<file path="config.mk">
export PLATFORM = sky130hd
export DESIGN_NAME = mtd_threshold_detector
export DESIGN_NICKNAME = d
export VERILOG_FILES = /design/src/rtl/mtd_pkg.sv /design/src/rtl/mtd_axis_cmp.sv /design/src/rtl/mtd_threshold_detector.sv
export VERILOG_INCLUDE_DIRS = /design/src /design/src/rtl
export SDC_FILE = /design/constraint.sdc
export NUM_CORES = 1
export LEC_CHECK = 0
export ABC_AREA = 1
export BUFFER_PORTS_ARGS = -buffer_cell sky130_fd_sc_hd__buf_2
export CAP_MARGIN = 10
export CORE_MARGIN = 4
export CORE_UTILIZATION = 35
export CTS_CLUSTER_DIAMETER = 80
export DETAILED_ROUTE_END_ITERATION = 8
export GPL_TIMING_DRIVEN = 0
export PLACE_DENSITY_LB_ADDON = 0.12
export SYNTH_ARGS = -nofsm -noshare
export SYNTH_HDL_FRONTEND = slang
export SYNTH_SLANG_ARGS = --single-unit
</file>
<file path="constraint.sdc">
create_clock -name clock -period 6.4 [get_ports clock]
set_input_delay 1.92 -clock clock [delete_from_list [all_inputs] [get_ports clock]]
set_output_delay 1.92 -clock clock [all_outputs]
set_load 0.005 [all_outputs]
</file>
<file path="src/rtl/mtd_map.svh">
// Register offsets, field positions and reset values of the magnetic threshold detector
`ifndef MTD_MAP_SVH
`define MTD_MAP_SVH

// ----------------------------------------------------------------
// Register offsets
// ----------------------------------------------------------------
`define MTD_ADDR_CFG        8'h52
`define MTD_ADDR_SRC        8'h53
`define MTD_ADDR_THS_X_HI   8'h54
`define MTD_ADDR_THS_X_LO   8'h55
`define MTD_ADDR_THS_Y_HI   8'h56
`define MTD_ADDR_THS_Y_LO   8'h57
`define MTD_ADDR_THS_Z_HI   8'h58
`define MTD_ADDR_THS_Z_LO   8'h59
`define MTD_ADDR_DB_COUNT   8'h5a

// ----------------------------------------------------------------
// Configuration register fields
// ----------------------------------------------------------------
`define MTD_CFG_LATCH_EN    7
`define MTD_CFG_ANY_MODE    6
`define MTD_CFG_Z_EN        5
`define MTD_CFG_Y_EN        4
`define MTD_CFG_X_EN        3
`define MTD_CFG_WAKE_EN     2
`define MTD_CFG_INT_EN      1
`define MTD_CFG_INT_ROUTE   0

// ----------------------------------------------------------------
// Source register and threshold upper byte fields
// ----------------------------------------------------------------
`define MTD_SRC_ACTIVE      7
`define MTD_SRC_RESERVED    6
`define MTD_DB_MODE_BIT     7

// ----------------------------------------------------------------
// Reset values
// ----------------------------------------------------------------
`define MTD_RST_CFG         8'h00
`define MTD_RST_SRC         8'h00
`define MTD_RST_THS         15'h0000
`define MTD_RST_DB_COUNT    8'h00

`endif

</file>
<file path="src/rtl/mtd_pkg.sv">
// Types shared by the magnetic threshold detector files
`default_nettype none
package mtd_pkg;
    typedef logic        [7:0]  mtd_byte_t;
    typedef logic signed [15:0] mtd_sample_t;
    typedef logic        [14:0] mtd_thresh_t;
endpackage
`default_nettype wire

</file>
<file path="src/rtl/mtd_axis_cmp.sv">
// One axis: magnitude of a signed sample compared with an unsigned threshold
`timescale 1ns/100ps
`default_nettype none
module mtd_axis_cmp #(
    parameter int SAMPLE_W = 16,
    parameter int THRESH_W = 15
) (
    // Sample and threshold
    input  wire logic signed [SAMPLE_W-1:0] sample,
    input  wire logic        [THRESH_W-1:0] threshold,
    // Control
    input  wire logic                       enable,
    input  wire logic                       anyMode,
    // Result
    output logic                            axisHit,
    output logic                            negative
);
    logic [SAMPLE_W-1:0] magnitude;
    logic [SAMPLE_W-1:0] thrWide;

    // The most negative sample still gives the right unsigned magnitude
    always_comb begin
        magnitude = sample[SAMPLE_W-1] ? SAMPLE_W'(-sample) : SAMPLE_W'(sample);
        thrWide   = SAMPLE_W'(threshold);
        negative  = sample[SAMPLE_W-1];
        if (!enable) begin
            axisHit = 1'b0;
        end else if (anyMode) begin
            axisHit = (magnitude >= thrWide);
        end else begin
            axisHit = (magnitude <= thrWide);
        end
    end
endmodule
`default_nettype wire

</file>
<file path="src/rtl/mtd_threshold_detector.sv">
// Magnetic threshold event detector with its register file
//
// Operation
// - Compare thresholds against samples before offset correction.
// - Source shows live event, or latched since read.
// - Active bit seven equals configured axis combination.
// - Z high-event flag at bit five.
// - Z polarity bit four: one means negative.
// - Y flags at bits three and two.
// - X flags at bits one and zero.
// - Disabled axis reads zero flag and polarity.
// - Thresholds are fifteen-bit unsigned, 0.1 uT steps.
// - Thresholds at 0x54-0x59, upper bits low seven.
// - X upper bit seven selects debounce mode.
// - Mode one clears counter when condition false.
// - Mode zero decrements counter when condition false.
// - Source read-only, resets to zero.
// - Mode zero all below-or-equal; one any above-or-equal.
// - Unlatched flags track; latched hold until read.
// - Condition must persist the programmed sample count.
// - Enabled event routed to pin one or two.
`include "mtd_map.svh"
`timescale 1ns/100ps
`default_nettype none
module mtd_threshold_detector #(
    parameter int CNT_W = 8
) (
    // Clock and reset
    input  wire logic            clock,
    input  wire logic            resetn,
    // Register port
    input  wire mtd_pkg::mtd_byte_t   regAddr,
    input  wire logic                 regWrite,
    input  wire mtd_pkg::mtd_byte_t   regWriteData,
    input  wire logic                 regRead,
    output mtd_pkg::mtd_byte_t        regReadData,
    // Uncorrected magnetometer samples
    input  wire logic                 sampleValid,
    input  wire mtd_pkg::mtd_sample_t rawSampleX,
    input  wire mtd_pkg::mtd_sample_t rawSampleY,
    input  wire mtd_pkg::mtd_sample_t rawSampleZ,
    // Event outputs
    output logic                      interruptPinOne,
    output logic                      interruptPinTwo,
    output logic                      wakeEvent
);
    import mtd_pkg::*;

    // ----------------------------------------------------------------
    // Register state
    // ----------------------------------------------------------------
    mtd_byte_t   cfg_q, cfg_d;
    mtd_thresh_t thr_q [3];
    mtd_thresh_t thr_d [3];
    logic        dbMode_q, dbMode_d;
    logic [CNT_W-1:0] dbCount_q, dbCount_d;
    logic [CNT_W-1:0] cnt_q, cnt_d;
    mtd_byte_t   src_q, src_d;
    mtd_byte_t   rdata_q, rdata_d;

    logic        srcReadNow;
    logic [2:0]  axisEnable;
    logic [2:0]  axisHit;
    logic [2:0]  axisNeg;
    logic        condition;
    logic        fire;
    mtd_byte_t   newSrc;
    mtd_byte_t   srcView;
    mtd_sample_t samples [3];

    assign samples[0] = rawSampleX;
    assign samples[1] = rawSampleY;
    assign samples[2] = rawSampleZ;
    assign axisEnable = {cfg_q[`MTD_CFG_Z_EN], cfg_q[`MTD_CFG_Y_EN], cfg_q[`MTD_CFG_X_EN]};
    assign srcReadNow = regRead && (regAddr == `MTD_ADDR_SRC);

    // ----------------------------------------------------------------
    // Per-axis comparison
    // ----------------------------------------------------------------
    // Samples arrive before offset correction, so no offset is applied here
    for (genvar i = 0; i < 3; i++) begin : gAxis
        mtd_axis_cmp #(
            .SAMPLE_W (16),
            .THRESH_W (15)
        ) uCmp (
            .sample    (samples[i]),
            .threshold (thr_q[i]),
            .enable    (axisEnable[i]),
            .anyMode   (cfg_q[`MTD_CFG_ANY_MODE]),
            .axisHit   (axisHit[i]),
            .negative  (axisNeg[i])
        );
        assign newSrc[2*i+1] = fire & axisHit[i];
        assign newSrc[2*i]   = fire & axisHit[i] & axisNeg[i];
    end
    assign newSrc[`MTD_SRC_ACTIVE]   = fire;
    assign newSrc[`MTD_SRC_RESERVED] = 1'b0;

    // ----------------------------------------------------------------
    // Combined condition and debounce
    // ----------------------------------------------------------------
    always_comb begin
        if (cfg_q[`MTD_CFG_ANY_MODE]) begin
            condition = |axisHit;
        end else begin
            // An all-disabled AND would be vacuously true; treat it as no event
            condition = (|axisEnable) && (&(axisHit | ~axisEnable));
        end
        cnt_d = cnt_q;
        if (sampleValid) begin
            if (condition) begin
                if (cnt_q < dbCount_q) begin
                    cnt_d = cnt_q + 1'b1;
                end
            end else if (dbMode_q) begin
                cnt_d = '0;
            end else if (cnt_q != '0) begin
                cnt_d = cnt_q - 1'b1;
            end
        end
        fire = sampleValid && condition && (cnt_d >= dbCount_q);
    end

    // ----------------------------------------------------------------
    // Source register
    // ----------------------------------------------------------------
    always_comb begin
        src_d = src_q;
        if (cfg_q[`MTD_CFG_LATCH_EN]) begin
            // A new event in the clearing cycle survives the read
            if (srcReadNow) begin
                src_d = '0;
            end
            if (sampleValid) begin
                src_d = src_d | newSrc;
            end
        end else if (sampleValid) begin
            src_d = newSrc;
        end
        srcView = src_q & {1'b1, 1'b0, {2{axisEnable[2]}}, {2{axisEnable[1]}},
                           {2{axisEnable[0]}}};
    end

    // ----------------------------------------------------------------
    // Register writes and reads
    // ----------------------------------------------------------------
    always_comb begin
        cfg_d     = cfg_q;
        thr_d     = thr_q;
        dbMode_d  = dbMode_q;
        dbCount_d = dbCount_q;
        rdata_d   = rdata_q;
        if (regWrite) begin
            // Writes to the source register fall through: it is read-only
            unique case (regAddr)
                `MTD_ADDR_CFG: cfg_d = regWriteData;
                `MTD_ADDR_THS_X_HI: begin
                    dbMode_d = regWriteData[`MTD_DB_MODE_BIT];
                    thr_d[0] = {regWriteData[6:0], thr_q[0][7:0]};
                end
                `MTD_ADDR_THS_X_LO: thr_d[0] = {thr_q[0][14:8], regWriteData};
                `MTD_ADDR_THS_Y_HI: thr_d[1] = {regWriteData[6:0], thr_q[1][7:0]};
                `MTD_ADDR_THS_Y_LO: thr_d[1] = {thr_q[1][14:8], regWriteData};
                `MTD_ADDR_THS_Z_HI: thr_d[2] = {regWriteData[6:0], thr_q[2][7:0]};
                `MTD_ADDR_THS_Z_LO: thr_d[2] = {thr_q[2][14:8], regWriteData};
                `MTD_ADDR_DB_COUNT: dbCount_d = CNT_W'(regWriteData);
                default: ;
            endcase
        end
        if (regRead) begin
            // One registered capture of the whole byte keeps the snapshot coherent
            unique case (regAddr)
                `MTD_ADDR_CFG:      rdata_d = cfg_q;
                `MTD_ADDR_SRC:      rdata_d = srcView;
                `MTD_ADDR_THS_X_HI: rdata_d = {dbMode_q, thr_q[0][14:8]};
                `MTD_ADDR_THS_X_LO: rdata_d = thr_q[0][7:0];
                `MTD_ADDR_THS_Y_HI: rdata_d = {1'b0, thr_q[1][14:8]};
                `MTD_ADDR_THS_Y_LO: rdata_d = thr_q[1][7:0];
                `MTD_ADDR_THS_Z_HI: rdata_d = {1'b0, thr_q[2][14:8]};
                `MTD_ADDR_THS_Z_LO: rdata_d = thr_q[2][7:0];
                `MTD_ADDR_DB_COUNT: rdata_d = 8'(dbCount_q);
                default:            rdata_d = 8'h00;
            endcase
        end
    end

    always_ff @(posedge clock) begin
        if (!resetn) begin
            cfg_q     <= `MTD_RST_CFG;
            thr_q     <= '{default: `MTD_RST_THS};
            dbMode_q  <= 1'b0;
            dbCount_q <= CNT_W'(`MTD_RST_DB_COUNT);
            cnt_q     <= '0;
            src_q     <= `MTD_RST_SRC;
            rdata_q   <= 8'h00;
        end else begin
            cfg_q     <= cfg_d;
            thr_q     <= thr_d;
            dbMode_q  <= dbMode_d;
            dbCount_q <= dbCount_d;
            cnt_q     <= cnt_d;
            src_q     <= src_d;
            rdata_q   <= rdata_d;
        end
    end

    // ----------------------------------------------------------------
    // Outputs
    // ----------------------------------------------------------------
    // Only this event feeds the pins here; other sources would be ORed outside
    assign regReadData     = rdata_q;
    assign interruptPinOne = cfg_q[`MTD_CFG_INT_EN] & cfg_q[`MTD_CFG_INT_ROUTE]
                             & src_q[`MTD_SRC_ACTIVE];
    assign interruptPinTwo = cfg_q[`MTD_CFG_INT_EN] & ~cfg_q[`MTD_CFG_INT_ROUTE]
                             & src_q[`MTD_SRC_ACTIVE];
    assign wakeEvent       = cfg_q[`MTD_CFG_WAKE_EN] & src_q[`MTD_SRC_ACTIVE];

    // ----------------------------------------------------------------
    // Assertions
    // ----------------------------------------------------------------
    a_active_on_fire: assert property (@(posedge clock) disable iff (!resetn)
        fire |=> src_q[`MTD_SRC_ACTIVE])
        else $error("active flag not set after event");

    a_live_clears: assert property (@(posedge clock) disable iff (!resetn)
        (sampleValid && !fire && !cfg_q[`MTD_CFG_LATCH_EN]) |=> (src_q == 8'h00))
        else $error("unlatched source did not clear");

    a_latch_holds: assert property (@(posedge clock) disable iff (!resetn)
        (cfg_q[`MTD_CFG_LATCH_EN] && src_q[`MTD_SRC_ACTIVE] && !srcReadNow
         && !(regWrite && regAddr == `MTD_ADDR_CFG)) |=> src_q[`MTD_SRC_ACTIVE])
        else $error("latched event lost without a read");

    a_mask_x_axis: assert property (@(posedge clock) disable iff (!resetn)
        (srcReadNow && !axisEnable[0]) |=> (regReadData[1:0] == 2'b00))
        else $error("disabled X axis flags read nonzero");

    a_reserved_zero: assert property (@(posedge clock) disable iff (!resetn)
        srcReadNow |=> (regReadData[`MTD_SRC_RESERVED] == 1'b0))
        else $error("reserved source bit read nonzero");

    a_db_clear: assert property (@(posedge clock) disable iff (!resetn)
        (sampleValid && !condition && dbMode_q) |=> (cnt_q == '0))
        else $error("debounce counter not cleared");

    a_db_decrement: assert property (@(posedge clock) disable iff (!resetn)
        (sampleValid && !condition && !dbMode_q && cnt_q != '0)
        |=> (cnt_q == $past(cnt_q) - 1'b1))
        else $error("debounce counter not decremented");

    a_db_saturate: assert property (@(posedge clock) disable iff (!resetn)
        (sampleValid && condition && !(regWrite && regAddr == `MTD_ADDR_DB_COUNT))
        |=> (cnt_q == (($past(cnt_q) < dbCount_q) ? $past(cnt_q) + 1'b1 : $past(cnt_q))))
        else $error("debounce counter step wrong");

    a_pin_route: assert property (@(posedge clock) disable iff (!resetn)
        (src_q[`MTD_SRC_ACTIVE] && cfg_q[`MTD_CFG_INT_EN])
        |-> (interruptPinOne == cfg_q[`MTD_CFG_INT_ROUTE]) && (interruptPinTwo != interruptPinOne))
        else $error("event routed to wrong pin");

    a_src_reset: assert property (@(posedge clock)
        !resetn |=> (src_q == 8'h00))
        else $error("source register not zero after reset");

    a_mask_y_axis: assert property (@(posedge clock) disable iff (!resetn)
        (srcReadNow && !axisEnable[1]) |=> (regReadData[3:2] == 2'b00))
        else $error("disabled Y axis flags read nonzero");

    a_mask_z_axis: assert property (@(posedge clock) disable iff (!resetn)
        (srcReadNow && !axisEnable[2]) |=> (regReadData[5:4] == 2'b00))
        else $error("disabled Z axis flags read nonzero");

    // A write aimed at the source must leave it alone when nothing else moves it
    a_src_read_only: assert property (@(posedge clock) disable iff (!resetn)
        (regWrite && regAddr == `MTD_ADDR_SRC && !sampleValid && !srcReadNow)
        |=> (src_q == $past(src_q)))
        else $error("source register changed by a write");

    a_and_none_enabled: assert property (@(posedge clock) disable iff (!resetn)
        (!cfg_q[`MTD_CFG_ANY_MODE] && axisEnable == 3'b000) |-> !condition)
        else $error("AND of no enabled axis raised the condition");

    a_no_early_fire: assert property (@(posedge clock) disable iff (!resetn)
        (dbCount_q > cnt_q && (dbCount_q - cnt_q) > CNT_W'(1)) |-> !fire)
        else $error("event fired before the debounce count");

    a_z_flag_set: assert property (@(posedge clock) disable iff (!resetn)
        (fire && axisHit[2]) |=> src_q[5])
        else $error("Z high-event flag not set");

    a_z_polarity: assert property (@(posedge clock) disable iff (!resetn)
        (fire && axisHit[2] && !cfg_q[`MTD_CFG_LATCH_EN])
        |=> (src_q[4] == $past(rawSampleZ[15])))
        else $error("Z polarity flag wrong");

    a_pins_quiet: assert property (@(posedge clock) disable iff (!resetn)
        !cfg_q[`MTD_CFG_INT_EN] |-> (!interruptPinOne && !interruptPinTwo))
        else $error("interrupt pin driven while disabled");

    // Read data stands between reads so a slow host still sees its byte
    a_rdata_holds: assert property (@(posedge clock) disable iff (!resetn)
        !regRead |=> $stable(regReadData))
        else $error("read data changed without a read");
endmodule
`default_nettype wire

</file>
# Word level (Yosys, flattened, before mapping)
# Cells that the tools add are included.
# W data, S select, Z words.
[totals] register_bits=86 input_bits=69 output_inout_bits=11 wordCells=98
[classes] n_addsub=5 order_cmp=8 n_eq_ne=9 n_mux=24 bitwise=22 reduce_logical=18
[op_table] operator="$pmux W15 S2" n=3
[op_table] operator="$mux W8" n=10
[op_table] operator="$eq A8 B7 Y1 const B" n=9
[op_table] operator="$pmux W8 S9" n=1
[op_table] operator="$ge A16 B15 Y1" n=3
[op_table] operator="$le A16 B15 Y1" n=3
[op_table] operator="$mux W16" n=3
[op_table] operator="$neg A16 Y16" n=3
[op_table] operator="$reduce_and A3 Y1" n=7
[op_table] operator="$and A1 B1 Y1" n=11
[op_table] operator="$add A8 B1 Y8 const B" n=1
[op_table] operator="$and A8 B8 Y8" n=1
[op_table] operator="$ge A8 B8 Y1" n=1
[op_table] operator="$lt A8 B8 Y1" n=1
[op_table] operator="$or A8 B8 Y8" n=1
[op_table] operator="$reduce_bool A8 Y1" n=1
[op_table] operator="$sub A8 B1 Y8 const B" n=1
[op_table] operator="$mux W1" n=7
[op_table] operator="$not A1 Y1" n=7
[op_table] operator="$reduce_and A2 Y1" n=3
[op_table] operator="$reduce_or A3 Y1" n=2
[op_table] operator="$logic_and A1 B1 Y1" n=4
[op_table] operator="$not A3 Y3" n=1
[op_table] operator="$or A3 B3 Y3" n=1
[op_table] operator="$reduce_bool A2 Y1" n=1

# Logic depth before layout (Yosys ltp)
[logic_depth] word_depth=18 depth_mapped=37 ltp_nobuf=36

# By module
# From an unflattened synthesis, not the netlist that was laid out.
[hier_totals] cells_unflattened=1143 hier_area_um2=7603.5
[by_module_without_submodules] module="mtd_threshold_detector" instances=1 cells_per_inst=705 area_each_um2=5012.3 seq_area_each_um2=1701.6
[by_module_without_submodules] module="mtd_axis_cmp (gAxis[0].uCmp ...)" instances=2 cells_per_inst=146 area_each_um2=863.3 seq_area_each_um2=0.0
[by_module_without_submodules] module="mtd_axis_cmp (gAxis[2].uCmp)" instances=1 cells_per_inst=146 area_each_um2=864.6 seq_area_each_um2=0.0

# Worst setup path before layout
# No wires, ideal clock.
[synth_timing] path_kind="input port to flip-flop" from="input rawSampleZ[0]" to="register src_q[1]" setup_ps=72 arrival_time_ps=5679 t_required_ps=6328 path_slack_ps=649 stages=32 path_buffers=1 path_cell_list="inv_1 > ha_1 > inv_1 > nor2_1 > nand4_1 > o31ai_1 > o21ai_0 > xor2_1 > ha_1 > nand3_1 > nor3_1 > nand3_2 > nand3_1 > nand3_1 > nand3_2 > nand3_2 > nand2_2 > nand2_2 > buf_6 > nand2_1 > nand3_1 > nand2_1 > inv_1 > ha_1 > a21oi_1 > o21ai_0 > nand2_1 > o2111ai_1 > nand2_1 > a21oi_2 > nand2_1 > a21oi_1"
[synth_via] elab_chain_len=17 word_cells_on_any_way=21 cone_classes="add/sub: 1; order compare: 3; mux: 9; bitwise: 3; reduce/logical: 5"
[synth_rtl] item="start: declaration" line_no="mtd_threshold_detector.sv:41" rtl="input wire mtd_pkg::mtd_sample_t rawSampleZ,"
[synth_rtl] item="$neg A16 Y16" line_no="mtd_axis_cmp.sv:23" rtl="magnitude = sample[SAMPLE_W-1] ? SAMPLE_W'(-sample) : SAMPLE_W'(sample);"
[synth_rtl] item="$mux W16 (*)" line_no="mtd_axis_cmp.sv:23"
[synth_rtl] item="$le A16 B15 Y1 / $ge A16 B15 Y1 (equally long branches)" line_no="mtd_axis_cmp.sv:31, mtd_axis_cmp.sv:29"
[synth_rtl] item="$mux W1 (*)" line_no="mtd_axis_cmp.sv:28" rtl="end else if (anyMode) begin"
[synth_rtl] item="$mux W1 (*)" line_no="mtd_axis_cmp.sv:26" rtl="if (!enable) begin"
[synth_rtl] item="$or A3 B3 Y3" line_no="mtd_threshold_detector.sv:107" rtl="condition = (|axisEnable) && (&(axisHit | ~axisEnable));"
[synth_rtl] item="$reduce_and A3 Y1" line_no="mtd_threshold_detector.sv:107"
[synth_rtl] item="$logic_and A1 B1 Y1" line_no="mtd_threshold_detector.sv:107"
[synth_rtl] item="(+2 left out)"
[synth_rtl] item="$mux W8 (*)" line_no="mtd_threshold_detector.sv:110" rtl="if (sampleValid) begin"
[synth_rtl] item="net cnt_d[1]" line_no="mtd_threshold_detector.sv:57" rtl="logic [CNT_W-1:0] cnt_q, cnt_d;"
[synth_rtl] item="$ge A8 B8 Y1 (*)" line_no="mtd_threshold_detector.sv:121" rtl="fire = sampleValid && condition && (cnt_d >= dbCount_q);"
[synth_rtl] item="$logic_and A1 B1 Y1 (*)" line_no="mtd_threshold_detector.sv:121"
[synth_rtl] item="$and A1 B1 Y1 (*)" line_no="mtd_threshold_detector.sv:93" rtl="assign newSrc[2*i+1] = fire & axisHit[i];"
[synth_rtl] item="$or A8 B8 Y8" line_no="mtd_threshold_detector.sv:135" rtl="src_d = src_d | newSrc;"
[synth_rtl] item="$mux W8" line_no="mtd_threshold_detector.sv:134" rtl="if (sampleValid) begin"
[synth_rtl] item="$mux W8 (*)" line_no="mtd_threshold_detector.sv:129" rtl="if (cfg_q[`MTD_CFG_LATCH_EN]) begin"
[synth_rtl] item="end signal: assignment" line_no="mtd_threshold_detector.sv:194" rtl="src_q <= `MTD_RST_SRC;"
[synth_rtl] item="end signal: assignment" line_no="mtd_threshold_detector.sv:202" rtl="src_q <= src_d;"
[synth_rtl] item="end: declaration" line_no="mtd_threshold_detector.sv:58" rtl="mtd_byte_t src_q, src_d;"
# Mark *: on every way through the listed nets, which the timed path passes. The rest lies on a longest branch. The select of a mux whose other input is x is not followed.
# A chain may end at the register's enable or synchronous reset.

# Worst setup path in the final report
# Same ends and word-level chain as after synthesis.

==> flow_summary.yaml <==
grt:
  track_usage_pct: 19.7
  antenna_found_initial: 0
  grt-ovfl-total: 0
  grt_pass1_vias: 6108
  grt_max_degree: 15
  grt_pass1_wl_mm: 33.4
synthesis:
  synthFlopType: "dfxtp_1"
  yosysUniqueCellTypes: 43
  synthTopCellsByCount: "168 x nand2_1, 143 x inv_1, 108 x a21oi_1, 85 x dfxtp_1, 71 x o21ai_0"
  yosysSeqAreaShare_pct: 25.3
  synth-edff-count: 0
  yosysTopAreaCell: "dfxtp_1"
  async_flop_share_pct: 0
  syn_area_per_cell_um2: 6.83
  yosys_warnings: 0
  synthCells: 983
  syn_nets: 1118
  synth.most_common_cell: "nand2_1"
  synth_top_area_share_pct: 25.3
  synth-seq-cells: 85
  netlist_area_um2: 6720
  synth_area_leaders: "dfxtp_1 25%, ha_1 12%, nand2_1 9.4%"
finish:
  antenna_cells: 0
  fillers: 2048
  drive_gt1_share_pct: 15.9
  synthToLayoutAreaGrowth_pct: 17.1
  final_area_um2: 7860
  design.final.nets: 1213
setup_path:
  r2r_start: "thr_q[18]$_SDFFE_PN0P_"
  cpPeakStageDelay_ns: 0.34
  worst_setup_path_start_kind: "input port"
  reg2regPathDepth: 27
  cp_max_fo: 6
  slowest_stage: "ha_1"
  critPathMostFrequentCell: "nand3_2"
  arrival_ns: 6.29
  endpoint_kind: "flop"
  worstSetupPathType: "in -> reg"
  crit_family: "simple AND/OR/NAND/NOR gates"
  reg2reg_to: "src_q[1]$_SDFFE_PN0P_"
  worstPathBufferInverterCount: 5
  reg2reg_slack_ns: 2.82
  critPathRequiredTime_ns: 6.68
detailed_routing:
  top_layer_used: "met4"
  drt-pass1-iter-count: 5
  drtIter0Drc: 371
  dr_wl_met2_mm: 9.88
  wl_met1_mm: 10.4
  vias_per_cell: 5.11
  wl_per_cell_um: 16.4
  vias: 6731
  ant_nets: 0
  drt_wl_total_mm: 21.5
  route.detailed.drc: 0
  dr_wl_met3_um: 922
clock_network:
  postCtsHoldBufs: 0
  cts-root-buf: "clkbuf_16"
  path_clk_slew_ns: 0.07
  h-tree-depth: 3
  cts_buffers: 9
  cts_sinks: 85
  cts_tree: "done"
  cts_buffer_depth: 2
  clk_latency_ns: 0.35
timing:
  slew_headroom_pct: 44.0
  period_needed_ns: 6.01
  setup_violations: 0
  finalCritPeriodShare_pct: 94.0
  max_freq_mhz: 166
  worst_pin_slew_ns: 0.837
  maxSlewViolCount: 0
  finClkSkew_ns: 0.00806
  rsz0062_at_grt: "no"
  finalSetupTns_ns: 0
  hold_violations: 0
die:
  die_h_um: 147
  fp.dieW_um: 147
  core_area_um2: 18800
  dieArea_um2: 21500
  ios: 80
  std_cell_rows: 50
  start_util_pct: 35.8
run:
  cap_violations: 0
power_and_ir_drop:
  switching_share_pct: 34.3
  power.switching_uw: 550
  ir_worst_vdd_mv: 0.134
  p_per_area_nw_per_um2: 204
  power_frac_comb_pct: 31.2
  p_seq_share_pct: 34.9
  pwr-share-clk_pct: 33.9
  p_int_mw: 1.05
  leakage_nw: 3.30
hold_path:
  hold_class: "reg -> reg"
  holdPathEnd: "regReadData[6]$_SDFFE_PN0P_"
  worst_hold_startpoint: "regReadData[6]$_SDFFE_PN0P_"
  whs_path_depth: 2
placed_design:
  placed_area_um2: 7390
  gp_congestion: 0.976
  post-dp-hpwl_mm: 17.2
  port_buffers: 77
status:
  status: "complete, no violations"
==> flip-flops by register name, indices dropped and copies added, names as in the netlist <==
name	flops
thr_q	45
regReadData	8
cnt_q	8
dbMode_q	1
cfg_q	8
dbCount_q	8
src_q	7
==> timing repair <==
item                                    CTS  global route
resized for setup                         2            25
pin swaps                                 0            11
buffers inserted                          0             7
endpoints found under the setup margin    7             7
==> metal layers <==
metal	vias to the layer above	global-route usage (%)
met5	-	0
met4	0	4.70
met3	27	2.55
met2	136	32.2
met1	3056	27.7
li1	3512	-
==> worst max path at each step <==
stage | from | endpoint | slack (ns) | cells after the start
2_1_floorplan | rawSampleZ[0] | src_q[1]$_SDFFE_PN0P_ | 0.65 | 32
3_3_place_gp | rawSampleZ[0] | src_q[3]$_SDFFE_PN0P_ | -0.48 | 31
3_5_place_dp | rawSampleZ[0] | src_q[1]$_SDFFE_PN0P_ | -0.46 | 31
4_1_cts | rawSampleY[0] | src_q[5]$_SDFFE_PN0P_ | 0.11 | 37
5_1_grt | rawSampleZ[0] | src_q[2]$_SDFFE_PN0P_ | 0.02 | 31
6_report | rawSampleZ[0] | src_q[1]$_SDFFE_PN0P_ | 0.39 | 32
==> kinds of logic (layout without fill, tap and decap cells) <==
group	after synthesis	in the layout	synth area share, %
XOR/XNOR	50	50	6.52
buffers and inverters	178	278	10.2
flip-flops	85	85	25.3
multiplexers	3	3	0.503
AND/OR/NAND/NOR	357	357	24.7
AO/OA/AOI/OAI	244	244	20.5
adder cells (fa/ha/maj)	66	66	12.3
==> power by group through the flow <==
stage          logic (mW)  clock network, mW  registers (mW)
2_1_floorplan       0.360                  0           0.564
4_1_cts             0.485              0.553           0.558
5_1_grt             0.576              0.568           0.560
6_report            0.499              0.543           0.559
3_5_place_dp        0.483                  0           0.570
3_3_place_gp        0.479                  0           0.571
==> per-stage QoR <==
step | worst slack (ns) | power [mW] | hold slack [ns] | std cells | util, %
after global routing | 0.0241 | 1.71 | 0.484 | 1317 | 41.9
after global placement | -0.484 | 1.05 | 0.454 | 1294 | 39.4
after floorplan | 0.649 | 0.924 | 0.440 | 983 | -
after detailed placement | -0.464 | 1.05 | 0.456 | 1294 | 39.4
after CTS | 0.113 | 1.60 | 0.466 | 1310 | 41.1
final | 0.387 | 1.60 | 0.465 | 1317 | 41.9
==> worst reg2reg max path, stage by stage, from the launching register on <==
cell       delay, ns
dfxtp_1         0.38
inv_1           0.09
ha_1            0.31
nand2_1         0.07
inv_1           0.04
o21ai_0         0.07
nand2_1         0.07
nand2_1         0.06
nand2_1         0.06
nand3_1         0.12
nand2_1         0.08
nand2_1         0.09
nand4_1         0.17
nand3_4         0.16
buf_4           0.16
buf_4           0.12
nand3_1         0.08
nand3_2         0.09
nand2_1         0.07
ha_1            0.27
nand2_1         0.07
nor2_1          0.14
nand4_1         0.11
o2111ai_2       0.12
nand2_2         0.11
a21oi_4         0.16
nand2_1         0.07
a21oi_1         0.13
==> placed cells by master (no fill, tap or decap), types with 5 or more instances in the layout <==
cell	n
a211oi_1	11
a21oi_1	105
a21oi_2	8
a221oi_1	5
buf_2	79
buf_4	8
clkbuf_1	24
clkbuf_16	9
dfxtp_1	85
ha_1	65
inv_1	142
inv_2	6
nand2_1	166
nand2_2	14
nand3_1	41
nand3_2	15
nand4_1	18
nor2_1	63
nor2_2	6
nor3_1	12
o21ai_0	69
o22ai_1	22
xnor2_1	10
xor2_1	40
==> layout make-up <==
type                            count  area (um2)  share of cell area (%)
Tap cell                          234         293                    3.72
Clock buffer                       11         243                    3.09
Inverter                          150         563                    7.16
Multi-Input combinational cell    720        4450                    56.6
Clock inverter                      5        58.8                   0.748
Sequential cell                    85        1700                    21.6
Buffer                             28         119                    1.51
Timing Repair Buffer               84         438                    5.57
(Power assumes the default switching activity.)
